[config.mk]
export PLATFORM = sky130hd
export DESIGN_NAME = afr_remap_mux
export DESIGN_NICKNAME = d
export VERILOG_FILES = /design/src/afr_pkg.sv /design/src/afr_pad_mux.sv /design/src/afr_remap_mux.sv
export VERILOG_INCLUDE_DIRS = /design/src
export SDC_FILE = /design/constraint.sdc
export NUM_CORES = 1
export LEC_CHECK = 0
export BUFFER_PORTS_ARGS = -buffer_cell sky130_fd_sc_hd__buf_4
export CAP_MARGIN = 20
export CORE_AREA = 2 2 94 78
export DETAILED_ROUTE_END_ITERATION = 12
export DIE_AREA = 0 0 96 80
export PLACE_DENSITY = 0.69
export SYNTH_ARGS = -nofsm -noshare
export SYNTH_HDL_FRONTEND = slang
export SYNTH_SLANG_ARGS = --single-unit
[constraint.sdc]
create_clock -name pclk -period 1.5 [get_ports pclk]
set_input_delay 0 -clock pclk [delete_from_list [all_inputs] [get_ports pclk]]
set_output_delay 0 -clock pclk [all_outputs]
set_load 0.05 [all_outputs]
[src/afr_params.svh]
/*
  Holds the register offsets, field positions, reset values and pin indices of the remap mux.
  Assumes it is included by its bare name from the remap mux package and modules.
*/
`ifndef AFR_PARAMS_SVH
`define AFR_PARAMS_SVH

// ----------------------------------------
// Register offsets
// ----------------------------------------
`define AFR_OFF_OPTIONS    12'h000
`define AFR_OFF_ACTIVE     12'h004
`define AFR_OFF_PINSEL     12'h008
`define AFR_OFF_STATUS     12'h00c

// ----------------------------------------
// Reset values
// ----------------------------------------
`define AFR_OPTIONS_RESET  8'h00
`define AFR_PINSEL_RESET   8'h00

// ----------------------------------------
// Option bit positions
// ----------------------------------------
`define AFR_BIT_ZERO       0
`define AFR_BIT_ONE        1
`define AFR_BIT_TWO        2
`define AFR_BIT_THREE      3
`define AFR_BIT_FOUR       4
`define AFR_BIT_FIVE       5
`define AFR_BIT_SIX        6
`define AFR_BIT_SEVEN      7

// ----------------------------------------
// Pin indices
// ----------------------------------------
`define AFR_PIN_A3         0
`define AFR_PIN_B4         1
`define AFR_PIN_B5         2
`define AFR_PIN_C3         3
`define AFR_PIN_C4         4
`define AFR_PIN_C5         5
`define AFR_PIN_C6         6
`define AFR_PIN_C7         7
`define AFR_PIN_D0         8
`define AFR_PIN_D2         9
`define AFR_PIN_D4         10
`define AFR_PIN_D7         11
`define AFR_NUM_PINS       12

// ----------------------------------------
// Status bits
// ----------------------------------------
`define AFR_ST_CONFLICT    0
`define AFR_ST_FORBIDDEN   1

`endif

[src/afr_pkg.sv]
/*
  Holds the types shared by the remap mux modules.
  Assumes afr_params.svh is on the include path.
*/
`include "afr_params.svh"

package afr_pkg;
  typedef logic [7:0]                    afr_opt_t;
  typedef logic [`AFR_NUM_PINS-1:0]      afr_pins_t;
endpackage

[src/afr_pad_mux.sv]
/*
  Holds one pad cell multiplexer: selects GPIO or alternate function per pin.
  Assumes the alternate routing is already resolved by the remap mux.
*/
`include "afr_params.svh"

module afr_pad_mux #(
  parameter int NUM_PINS = `AFR_NUM_PINS
) (
  input  wire logic [NUM_PINS-1:0] gpio_out,
  input  wire logic [NUM_PINS-1:0] gpio_oe,
  input  wire logic [NUM_PINS-1:0] alt_out,
  input  wire logic [NUM_PINS-1:0] alt_oe,
  input  wire logic [NUM_PINS-1:0] alt_sel,
  output logic      [NUM_PINS-1:0] pad_out,
  output logic      [NUM_PINS-1:0] pad_oe
);
  import afr_pkg::*;

  if (NUM_PINS < 1) begin : g_bad_size
    $error("NUM_PINS must be positive");
  end

  // ----------------------------------------
  // Per pin selection
  // ----------------------------------------
  genvar gi;
  generate
    for (gi = 0; gi < NUM_PINS; gi++) begin : g_pin
      assign pad_out[gi] = alt_sel[gi] ? alt_out[gi] : gpio_out[gi];
      assign pad_oe[gi]  = alt_sel[gi] ? alt_oe[gi]  : gpio_oe[gi];
    end
  endgenerate
endmodule

[src/afr_remap_mux.sv]
/*
  Holds the alternate-function remap multiplexer with an APB register slave.
  Assumes a single 250 MHz pclk, active low asynchronous presetn and asynchronous pad inputs.
*/
`include "afr_params.svh"

module afr_remap_mux (
  input  wire logic                  pclk,
  input  wire logic                  presetn,
  input  wire logic                  psel,
  input  wire logic                  penable,
  input  wire logic                  pwrite,
  input  wire logic [11:0]           paddr,
  input  wire logic [31:0]           pwdata,
  output logic      [31:0]           prdata,
  output logic                       pready,
  output logic                       pslverr,
  input  wire logic                  adv_timer_inv_chan1,
  input  wire logic                  adv_timer_inv_chan2,
  input  wire logic                  adv_timer_chan1,
  input  wire logic                  adv_timer_chan2,
  input  wire logic                  adv_timer_chan3,
  input  wire logic                  adv_timer_chan4,
  input  wire logic                  gp_timer_chan1,
  input  wire logic                  gp_timer_chan3,
  input  wire logic                  config_clock_out,
  input  wire logic                  uart_sync_clock,
  input  wire logic                  uart_transmit,
  input  wire logic                  spi_slave_select,
  input  wire logic                  spi_clock,
  input  wire logic                  spi_mosi,
  input  wire logic                  spi_miso,
  input  wire logic                  i2c_clock,
  input  wire logic                  i2c_data,
  input  wire logic                  tone_output,
  output logic                       adv_timer_break_in,
  output logic                       converter_ext_trigger,
  output logic                       top_level_irq_in,
  output logic                       analog_in_two,
  output logic                       analog_in_three,
  output logic                       tone_on_pin,
  input  wire afr_pkg::afr_pins_t    gpio_out,
  input  wire afr_pkg::afr_pins_t    gpio_oe,
  input  wire afr_pkg::afr_pins_t    pad_in,
  output afr_pkg::afr_pins_t         pad_out,
  output afr_pkg::afr_pins_t         pad_oe
);
  import afr_pkg::*;

  // ----------------------------------------
  // Register state
  // ----------------------------------------
  afr_opt_t  pin_remap_options_reg = `AFR_OPTIONS_RESET;
  afr_opt_t  active_opt_reg;
  logic      latch_done_reg;
  afr_opt_t  pinsel_reg;
  afr_pins_t pad_sync1_reg;
  afr_pins_t pad_sync2_reg;

  // ----------------------------------------
  // APB decode
  // ----------------------------------------
  wire       acc_phase  = psel && penable;
  wire       hit_opt    = (paddr == `AFR_OFF_OPTIONS);
  wire       hit_act    = (paddr == `AFR_OFF_ACTIVE);
  wire       hit_sel    = (paddr == `AFR_OFF_PINSEL);
  wire       hit_st     = (paddr == `AFR_OFF_STATUS);
  wire       hit_any    = hit_opt || hit_act || hit_sel || hit_st;
  wire       wr_opt     = acc_phase && pwrite && hit_opt;
  wire       wr_sel     = acc_phase && pwrite && hit_sel;
  wire       bad_write  = pwrite && (hit_act || hit_st);

  // ----------------------------------------
  // Active option decode
  // ----------------------------------------
  wire o0 = active_opt_reg[`AFR_BIT_ZERO];
  wire o1 = active_opt_reg[`AFR_BIT_ONE];
  wire o2 = active_opt_reg[`AFR_BIT_TWO];
  wire o3 = active_opt_reg[`AFR_BIT_THREE];
  wire o4 = active_opt_reg[`AFR_BIT_FOUR];
  wire o5 = active_opt_reg[`AFR_BIT_FIVE];
  wire o6 = active_opt_reg[`AFR_BIT_SIX];
  wire o7 = active_opt_reg[`AFR_BIT_SEVEN];

  wire a3_uart  = o1 && o0;
  wire a3_spi   = o1 && !o0;
  wire c3_inv   = o7;
  wire c3_irq   = o3 && !o7;
  wire c4_inv   = o7;
  wire c4_ain   = o2 && !o7;
  wire forbid   = o1 && o0;
  wire conflict = (o7 && o3) || (o7 && o2);
  wire [7:0] status_w = {6'h00, forbid, conflict};

  // ----------------------------------------
  // Read data selection
  // ----------------------------------------
  wire [31:0] rd_w = hit_opt ? {24'h000000, pin_remap_options_reg} :
                     hit_act ? {24'h000000, active_opt_reg} :
                     hit_sel ? {24'h000000, pinsel_reg} :
                     hit_st  ? {24'h000000, status_w} : 32'h00000000;

  assign pready  = 1'b1;
  assign pslverr = acc_phase && (!hit_any || bad_write);

  always_ff @(posedge pclk or negedge presetn) begin
    if (!presetn) begin
      prdata <= 32'h00000000;
    end else if (psel && !penable && !pwrite) begin
      prdata <= rd_w;
    end
  end

  // ----------------------------------------
  // Option storage and reset latch
  // ----------------------------------------
  // Non-volatile option bits, kept across presetn
  always_ff @(posedge pclk) begin
    if (wr_opt) begin
      pin_remap_options_reg <= pwdata[7:0];
    end
  end

  always_ff @(posedge pclk or negedge presetn) begin
    if (!presetn) begin
      active_opt_reg <= `AFR_OPTIONS_RESET;
      latch_done_reg <= 1'b0;
    end else if (!latch_done_reg) begin
      active_opt_reg <= pin_remap_options_reg;
      latch_done_reg <= 1'b1;
    end
  end

  // ----------------------------------------
  // Peripheral pin select
  // ----------------------------------------
  always_ff @(posedge pclk or negedge presetn) begin
    if (!presetn) begin
      pinsel_reg <= `AFR_PINSEL_RESET;
    end else if (wr_sel) begin
      pinsel_reg <= pwdata[7:0];
    end
  end

  // ----------------------------------------
  // Pad input synchroniser
  // ----------------------------------------
  always_ff @(posedge pclk or negedge presetn) begin
    if (!presetn) begin
      pad_sync1_reg <= '0;
      pad_sync2_reg <= '0;
    end else begin
      pad_sync1_reg <= pad_in;
      pad_sync2_reg <= pad_sync1_reg;
    end
  end

  // ----------------------------------------
  // Output routing per pin
  // ----------------------------------------
  afr_pins_t alt_out;
  afr_pins_t alt_oe;
  afr_pins_t alt_sel;

  assign alt_out[`AFR_PIN_A3] = a3_uart ? uart_transmit : a3_spi ? spi_slave_select : gp_timer_chan3;
  assign alt_oe[`AFR_PIN_A3]  = 1'b1;
  assign alt_out[`AFR_PIN_B4] = i2c_clock;
  assign alt_oe[`AFR_PIN_B4]  = !o4;
  assign alt_out[`AFR_PIN_B5] = i2c_data;
  assign alt_oe[`AFR_PIN_B5]  = !o4;
  assign alt_out[`AFR_PIN_C3] = c3_inv ? adv_timer_inv_chan1 : adv_timer_chan3;
  assign alt_oe[`AFR_PIN_C3]  = !c3_irq;
  assign alt_out[`AFR_PIN_C4] = c4_inv ? adv_timer_inv_chan2 : adv_timer_chan4;
  assign alt_oe[`AFR_PIN_C4]  = !c4_ain;
  assign alt_out[`AFR_PIN_C5] = o0 ? gp_timer_chan1 : spi_clock;
  assign alt_oe[`AFR_PIN_C5]  = 1'b1;
  assign alt_out[`AFR_PIN_C6] = o0 ? adv_timer_chan1 : spi_mosi;
  assign alt_oe[`AFR_PIN_C6]  = 1'b1;
  assign alt_out[`AFR_PIN_C7] = o0 ? adv_timer_chan2 : spi_miso;
  assign alt_oe[`AFR_PIN_C7]  = 1'b1;
  assign alt_out[`AFR_PIN_D0] = config_clock_out;
  assign alt_oe[`AFR_PIN_D0]  = o5;
  assign alt_out[`AFR_PIN_D2] = 1'b0;
  assign alt_oe[`AFR_PIN_D2]  = 1'b0;
  assign alt_out[`AFR_PIN_D4] = uart_sync_clock;
  assign alt_oe[`AFR_PIN_D4]  = o2;
  assign alt_out[`AFR_PIN_D7] = adv_timer_chan4;
  assign alt_oe[`AFR_PIN_D7]  = o6;

  // Pin group selected by a peripheral enable; remap-only pins need their option too
  wire [7:0] ps = pinsel_reg;
  assign alt_sel[`AFR_PIN_A3] = ps[0];
  assign alt_sel[`AFR_PIN_B4] = ps[1];
  assign alt_sel[`AFR_PIN_B5] = ps[1];
  assign alt_sel[`AFR_PIN_C3] = ps[2];
  assign alt_sel[`AFR_PIN_C4] = ps[2];
  assign alt_sel[`AFR_PIN_C5] = ps[3];
  assign alt_sel[`AFR_PIN_C6] = ps[3];
  assign alt_sel[`AFR_PIN_C7] = ps[3];
  assign alt_sel[`AFR_PIN_D0] = ps[4] && o5;
  assign alt_sel[`AFR_PIN_D2] = ps[5] && o2;
  assign alt_sel[`AFR_PIN_D4] = ps[5] && o2;
  assign alt_sel[`AFR_PIN_D7] = ps[6] && o6;

  // ----------------------------------------
  // Input routing
  // ----------------------------------------
  assign converter_ext_trigger = o4 && alt_sel[`AFR_PIN_B4] && pad_sync2_reg[`AFR_PIN_B4];
  assign adv_timer_break_in    = o4 && alt_sel[`AFR_PIN_B5] && pad_sync2_reg[`AFR_PIN_B5];
  assign top_level_irq_in      = c3_irq && alt_sel[`AFR_PIN_C3] && pad_sync2_reg[`AFR_PIN_C3];
  assign analog_in_two         = c4_ain && alt_sel[`AFR_PIN_C4] && pad_sync2_reg[`AFR_PIN_C4];
  assign analog_in_three       = alt_sel[`AFR_PIN_D2] && pad_sync2_reg[`AFR_PIN_D2];
  assign tone_on_pin           = o7 && ps[7] && tone_output;

  // ----------------------------------------
  // Pad cells
  // ----------------------------------------
  afr_pad_mux #(
    .NUM_PINS (`AFR_NUM_PINS)
  ) u_pad (
    .gpio_out (gpio_out),
    .gpio_oe  (gpio_oe),
    .alt_out  (alt_out),
    .alt_oe   (alt_oe),
    .alt_sel  (alt_sel),
    .pad_out  (pad_out),
    .pad_oe   (pad_oe)
  );

  // ----------------------------------------
  // Assertions
  // ----------------------------------------
  AST_INV_C3: assert property (@(posedge pclk) disable iff (!presetn)
    (o7 && ps[2]) |-> (pad_out[`AFR_PIN_C3] == adv_timer_inv_chan1 && pad_oe[`AFR_PIN_C3]))
    else $error("C3 not carrying inverted channel 1");
  AST_DEFAULT_C5: assert property (@(posedge pclk) disable iff (!presetn)
    (!o0 && ps[3]) |-> (pad_out[`AFR_PIN_C5] == spi_clock))
    else $error("C5 not on default SPI clock");
  AST_D7_CH4: assert property (@(posedge pclk) disable iff (!presetn)
    (o6 && ps[6]) |-> (pad_out[`AFR_PIN_D7] == adv_timer_chan4 && pad_oe[`AFR_PIN_D7]))
    else $error("D7 not carrying channel 4");
  AST_D0_CLK: assert property (@(posedge pclk) disable iff (!presetn)
    (!o5) |-> (pad_out[`AFR_PIN_D0] == gpio_out[`AFR_PIN_D0]))
    else $error("D0 remapped without option five");
  AST_B4_TRIG: assert property (@(posedge pclk) disable iff (!presetn)
    (o4 && ps[1] && $past(pad_in[`AFR_PIN_B4], 2) && $stable(ps) && $stable(active_opt_reg)) |-> converter_ext_trigger)
    else $error("Trigger not taken from B4");
  AST_TLI: assert property (@(posedge pclk) disable iff (!presetn)
    (!o3) |-> !top_level_irq_in)
    else $error("Interrupt input active without option three");
  AST_TONE: assert property (@(posedge pclk) disable iff (!presetn)
    tone_on_pin |-> (o7 && tone_output))
    else $error("Tone output without option seven");
  AST_A3_SPI: assert property (@(posedge pclk) disable iff (!presetn)
    (o1 && !o0 && ps[0]) |-> (pad_out[`AFR_PIN_A3] == spi_slave_select))
    else $error("A3 not carrying SPI select");
  AST_HOLD: assert property (@(posedge pclk) disable iff (!presetn)
    latch_done_reg |=> $stable(active_opt_reg))
    else $error("Active options changed after latch");
  AST_RESET_GPIO: assert property (@(posedge pclk) disable iff (!presetn)
    (pinsel_reg == 8'h00) |-> (pad_out == gpio_out && pad_oe == gpio_oe))
    else $error("Pin left GPIO control with no select");
  AST_INV_C4: assert property (@(posedge pclk) disable iff (!presetn)
    (o7 && ps[2]) |-> (pad_out[`AFR_PIN_C4] == adv_timer_inv_chan2 && pad_oe[`AFR_PIN_C4]))
    else $error("C4 not carrying inverted channel 2");
  AST_DEFAULT_A3: assert property (@(posedge pclk) disable iff (!presetn)
    (!o1 && ps[0]) |-> (pad_out[`AFR_PIN_A3] == gp_timer_chan3))
    else $error("A3 not on default channel");
  AST_DEFAULT_B45: assert property (@(posedge pclk) disable iff (!presetn)
    (!o4 && ps[1]) |-> (pad_out[`AFR_PIN_B4] == i2c_clock && pad_out[`AFR_PIN_B5] == i2c_data))
    else $error("B4 or B5 not on default function");
  AST_DEFAULT_C3: assert property (@(posedge pclk) disable iff (!presetn)
    (!o7 && !o3 && ps[2]) |-> (pad_out[`AFR_PIN_C3] == adv_timer_chan3 && pad_oe[`AFR_PIN_C3]))
    else $error("C3 not on default channel");
  AST_DEFAULT_C4: assert property (@(posedge pclk) disable iff (!presetn)
    (!o7 && !o2 && ps[2]) |-> (pad_out[`AFR_PIN_C4] == adv_timer_chan4 && pad_oe[`AFR_PIN_C4]))
    else $error("C4 not on default channel");
  AST_D7_OFF: assert property (@(posedge pclk) disable iff (!presetn)
    (!o6) |-> (pad_out[`AFR_PIN_D7] == gpio_out[`AFR_PIN_D7]))
    else $error("D7 remapped without option six");
  AST_D24_OFF: assert property (@(posedge pclk) disable iff (!presetn)
    (!o2) |-> (pad_out[`AFR_PIN_D2] == gpio_out[`AFR_PIN_D2] && pad_out[`AFR_PIN_D4] == gpio_out[`AFR_PIN_D4]))
    else $error("D2 or D4 remapped without option two");
  AST_IN_OFF: assert property (@(posedge pclk) disable iff (!presetn)
    (!o4) |-> (!converter_ext_trigger && !adv_timer_break_in))
    else $error("Trigger or break input without option four");
  AST_AIN_OFF: assert property (@(posedge pclk) disable iff (!presetn)
    (!o2) |-> (!analog_in_two && !analog_in_three))
    else $error("Analog input without option two");
  AST_D0_ON: assert property (@(posedge pclk) disable iff (!presetn)
    (o5 && ps[4]) |-> (pad_out[`AFR_PIN_D0] == config_clock_out && pad_oe[`AFR_PIN_D0]))
    else $error("D0 not carrying clock output");
  AST_B5_BREAK: assert property (@(posedge pclk) disable iff (!presetn)
    (o4 && ps[1]) |-> (adv_timer_break_in == $past(pad_in[`AFR_PIN_B5], 2)))
    else $error("Break input not taken from B5");
  AST_B45_IN: assert property (@(posedge pclk) disable iff (!presetn)
    (o4 && ps[1]) |-> (!pad_oe[`AFR_PIN_B4] && !pad_oe[`AFR_PIN_B5]))
    else $error("B4 or B5 driven while remapped to input");
  AST_TLI_ON: assert property (@(posedge pclk) disable iff (!presetn)
    (o3 && !o7 && ps[2]) |-> (top_level_irq_in == $past(pad_in[`AFR_PIN_C3], 2)))
    else $error("Interrupt input not taken from C3");
  AST_C3_IN: assert property (@(posedge pclk) disable iff (!presetn)
    (o3 && !o7 && ps[2]) |-> !pad_oe[`AFR_PIN_C3])
    else $error("C3 driven while used as interrupt input");
  AST_AIN_TWO: assert property (@(posedge pclk) disable iff (!presetn)
    (o2 && !o7 && ps[2]) |-> (analog_in_two == $past(pad_in[`AFR_PIN_C4], 2) && !pad_oe[`AFR_PIN_C4]))
    else $error("Analog input 2 not taken from C4");
  AST_AIN_THREE: assert property (@(posedge pclk) disable iff (!presetn)
    (o2 && ps[5]) |-> (analog_in_three == $past(pad_in[`AFR_PIN_D2], 2) && !pad_oe[`AFR_PIN_D2]))
    else $error("Analog input 3 not taken from D2");
  AST_D4_UART: assert property (@(posedge pclk) disable iff (!presetn)
    (o2 && ps[5]) |-> (pad_out[`AFR_PIN_D4] == uart_sync_clock && pad_oe[`AFR_PIN_D4]))
    else $error("D4 not carrying UART clock");
  AST_TONE_ON: assert property (@(posedge pclk) disable iff (!presetn)
    (o7 && ps[7]) |-> (tone_on_pin == tone_output))
    else $error("Tone output not reaching its pin");
  AST_NO_TONE: assert property (@(posedge pclk) disable iff (!presetn)
    (!ps[7]) |-> !tone_on_pin)
    else $error("Tone output without pin select");
  AST_C5_C7: assert property (@(posedge pclk) disable iff (!presetn)
    (o0 && ps[3]) |-> (pad_out[`AFR_PIN_C5] == gp_timer_chan1 && pad_out[`AFR_PIN_C6] == adv_timer_chan1
      && pad_out[`AFR_PIN_C7] == adv_timer_chan2))
    else $error("C5 to C7 not carrying timer channels");
  AST_LATCH: assert property (@(posedge pclk) disable iff (!presetn)
    (presetn && !latch_done_reg) |=> (active_opt_reg == $past(pin_remap_options_reg)))
    else $error("Options not latched at reset release");
endmodule

Word level (Yosys, flattened, before mapping)
Cells that the tools add are included.
{"block": "op_classes", "n_eq_ne": 3, "n_mux": 35, "n_reduce_logical": 42}
{"cell": "$mux W1", "n": 31}
{"cell": "$logic_and A1 B1 Y1", "n": 27}
{"cell": "$eq A12 B4 Y1 const B", "n": 2}
{"cell": "$mux W8", "n": 3}
{"cell": "$eq A12 B3 Y1 const B", "n": 1}
{"cell": "$logic_not A12 Y1", "n": 1}
{"cell": "$logic_not A1 Y1", "n": 8}
{"cell": "$logic_or A1 B1 Y1", "n": 6}
{"cell": "$mux W2", "n": 1}
{"block": "word_totals", "ff_bits": 77, "in_bits": 103, "output_inout_bits": 64, "wordCells": 87}

Logic depth before layout (Yosys ltp)
{"block": "depth", "depth_word": 7, "mapped_depth": 5, "depth_no_buf": 3}

By module
From an unflattened synthesis, not the netlist that was laid out.
{"block": "hier_totals", "hier_cells": 198, "hier_area_um2": 2368.5}
{"mod": "afr_remap_mux", "instances": 1, "cells_per_inst": 174, "area_each_um2": 2030.7, "seq_area_each_um2": 1116.1}
{"mod": "afr_pad_mux", "instances": 1, "cells_per_inst": 24, "area_each_um2": 337.8, "seq_area_each_um2": 0.0}

Worst setup path after synthesis
No wires, ideal clock.
{"block": "synth_path", "path_type": "flip-flop to output port", "startpoint": "reg pinsel_reg[1]", "endpoint": "out pad_oe[1]", "arrival_ns": 1.627, "t_required_ns": 1.500, "setup_slack_ns": -0.127, "stages_incl_launch_ff": 3, "n_path_buf": 1, "path_cell_list": "dfrtp_1 > clkbuf_1 > o21ai_0"}
{"block": "synth_between", "elab_chain_len": 1}
{"item": "start: declaration", "line_no": "afr_remap_mux.sv:56", "source": "afr_opt_t pinsel_reg;"}
{"item": "start signal: assignment", "line_no": "afr_remap_mux.sv:139", "source": "pinsel_reg <= `AFR_PINSEL_RESET;"}
{"item": "start signal: assignment", "line_no": "afr_remap_mux.sv:141", "source": "pinsel_reg <= pwdata[7:0];"}
{"item": "$mux W1", "line_no": "afr_pad_mux.sv:31", "source": "assign pad_oe[gi] = alt_sel[gi] ? alt_oe[gi] : gpio_oe[gi];"}
{"item": "end: declaration", "line_no": "afr_remap_mux.sv:46", "source": "output afr_pkg::afr_pins_t pad_oe"}
Every way passes these cells.

Final worst setup path
{"block": "layout_path", "startpoint": "reg active_opt_reg[2]", "endpoint": "out pad_out[10]"}
{"block": "layout_between", "elab_chain_len": 2}
{"item": "start: declaration", "line_no": "afr_remap_mux.sv:54", "source": "afr_opt_t active_opt_reg;"}
{"item": "start signal: assignment", "line_no": "afr_remap_mux.sv:126", "source": "active_opt_reg <= `AFR_OPTIONS_RESET;"}
{"item": "start signal: assignment", "line_no": "afr_remap_mux.sv:129", "source": "active_opt_reg <= pin_remap_options_reg;"}
{"item": "$logic_and A1 B1 Y1", "line_no": "afr_remap_mux.sv:202", "source": "assign alt_sel[`AFR_PIN_D4] = ps[5] && o2;"}
{"item": "$mux W1", "line_no": "afr_pad_mux.sv:30", "source": "assign pad_out[gi] = alt_sel[gi] ? alt_out[gi] : gpio_out[gi];"}
{"item": "end: declaration", "line_no": "afr_remap_mux.sv:45", "source": "output afr_pkg::afr_pins_t pad_out,"}
Every way passes these cells.

==> metrics.txt <==
outcome finished, final reports clean; commonest non-fill, non-tap cell in the layout buf_4; Setup WS pre-CTS 139.0 ps; Syn Area/Cell 11.35 sq um; Routed Antenna Nets 0; leak pwr 0.001675 uW; routed vias/inst 4.480; Yosys Warn Count 0; Ports 167; Netlist cell types 35; Setup violations, final 0; Inserted Clock Buffers 5; detailed router's first-iteration violation count 39; die width 96 um; Initial Util 0.3410; wire length per cell between 10 and 15 um; GRT Util Overall 0.1481; r2r startpoint active_opt_reg[7]; Yosys top cell area share 0.3821; P&R area growth vs syn 48.25%; f_max roughly 0.7 GHz; Tcrit/Tclk final 0.9509; Sink Count 43; drt total wl 5435 um; core area 6723 sq um; R2R Path End prdata[0]; Detailed Place HPWL 4087 um; Final #Nets 430; WS Path Type reg2out; CP max FO 7; Peak supply drop slightly below 0.5 mV; critical path's slowest cell dfrtp_2; Clock Latency Late Sink ~300 ps; share of post-route cells with drive strength above 1 0.4756; Worst path depth 3; Synth async-reset ratio 0.8140; synthesized cell area 2292 sq um; n_diodes 0; TritonRoute pass-1 iters 4; largest net degree at the start of global routing 36; critical path required time 1500 ps; die height 80 um; vias in the first global route 1,835; RSZ-0062 raised after global routing false; prevailing post-synth register cell dfrtp_1; Crit path largest cell delay 460 ps; most frequent cells in the layout buf_4 (115), dfrtp_1 (33), conb_1 (26); kind of cell adding the most delay to the critical path flip-flops; fin util 0.5055; Post-synth EDFFs 8; first-pass GRT wire length 8514 um; FILL cells roughly 630; Final min period 1426 ps; gp weighted congestion 0.6961; Final Hold Slack ~130 ps; final hold viol count 0; Post-DP Area 3132 sq um; row count 27; post-route cell area 3398 sq um; Residual DRC 0; TritonCTS clock tree yes; Fin Clk Skew 4.686 ps; Reg clk slew, reported paths 80 ps; CP Launch Type flop; critical path endpoint category output pin; CP arrival 1430 ps; Die ar. between 7000 and 8000 sq um; Syn Inst Count 202; Power Dens Cells a little over 800 nW/um^2; Setup crit start active_opt_reg[2]; Max Slew Vio Count 0; H-tree Lvls 2; Final WS setup 73.62 ps; Reg2Reg Depth 3; top cells by area, synth dfrtp_1 (38%), edfxtp_1 (10%), buf_4 (8.5%), mux2_2 (6.9%), mux2i_1 (5.7%); hold_sp paddr[3]; area leader, netlist dfrtp_1; #FFs+latches synth 43; antenna violations before repair 0; register area share after synthesis 0.4869; max_cap viols 0; Via Count between 1,500 and 2,000; grt ovf 0; Hold Crit Class in2reg; root buf cell clkbuf_8; CTS max path bufs 2; Setup crit end pad_out[10]; crit path cell chain nand2_1 > mux2_2 > buf_4; CP bufs+invs 1; internal reg-to-reg setup slack 290 ps; Port Buffers 110
metal layers:
layer | vias up | global-route usage | share of wire
li1 | 900 | - | -
met1 | 870 | 0.1744 | 0.39
met2 | 80 | 0.2535 | 0.51
met3 | 9 | 0.04249 | 0.085
met4 | 0 | 0.05571 | 0.018
met5 | - | 0 | 0
cell families (layout without fill, tap and decap cells):
kind of cell	count (synthesis)	count (layout)	share of synthesized area
AO/OA/AOI/OAI	28	28	0.07915
buffers and inverters	40	142	0.1119
flip-flops	43	43	0.4869
multiplexers	35	35	0.1779
other	2	26	0.003276
AND/OR/NAND/NOR	54	54	0.1408
per-stage QoR:
stage	std cells	TNS (ps)	total power (uW)
3_3_place_gp	392	0	1871
4_1_cts	414	0	2834
5_1_grt	415	0	2922
3_5_place_dp	392	0	1879
6_report	415	0	2806
2_1_floorplan	226	-254.9	1682
report_power, final:
group          switching (uW)  internal (uW)
registers                23.3           1210
clock network             417            504
logic                     389            258
synthesized netlist by cell type (2+ instances only):
library cell,count
a21oi_1,6
a2bb2oi_1,6
a31oi_1,2
and2_1,2
and3_1,7
buf_4,26
clkbuf_1,8
conb_1,2
dfrtp_1,35
edfxtp_1,8
inv_1,4
mux2_2,14
mux2_4,8
mux2i_1,13
nand2_1,13
nand2b_1,5
nor2_1,9
nor2b_1,3
nor3b_1,3
nor4_4,2
o21ai_0,9
or2_2,4
timing repair:
action	CTS	global route
endpoints found under the hold margin	56	0
setup buffers	0	1
setup endpoints to repair	0	5
hold buffers	14	0
resized for setup	0	2
worst min path at each step:
stage | end | slack, ps | cells after the start
2_1_floorplan | active_opt_reg[0] | -300 | 0
3_3_place_gp | pad_sync1_reg[1] | -20 | 1
4_1_cts | prdata[1] | 130 | 3
5_1_grt | prdata[1] | 150 | 3
6_report | prdata[1] | 130 | 3
3_5_place_dp | pad_sync1_reg[1] | -20 | 1
worst register-to-register path, stage by stage (launching register included):
cell	delay (ps)
dfrtp_1	560
o211ai_1	160
and3_1	190
o31ai_1	210
layout make-up:
cell class | count | area, sq um | share of cell area
inverters | 4 | 15.01 | 0.004418
clock buffers | 5 | 68.82 | 0.02025
multi-input cells | 143 | 1016 | 0.2990
flip-flops and latches | 43 | 1119 | 0.3292
clock inverters | 3 | 47.55 | 0.01399
repair buffers | 130 | 1023 | 0.3012
well taps | 87 | 108.9 | 0.03203
(Power assumes the default switching activity.)
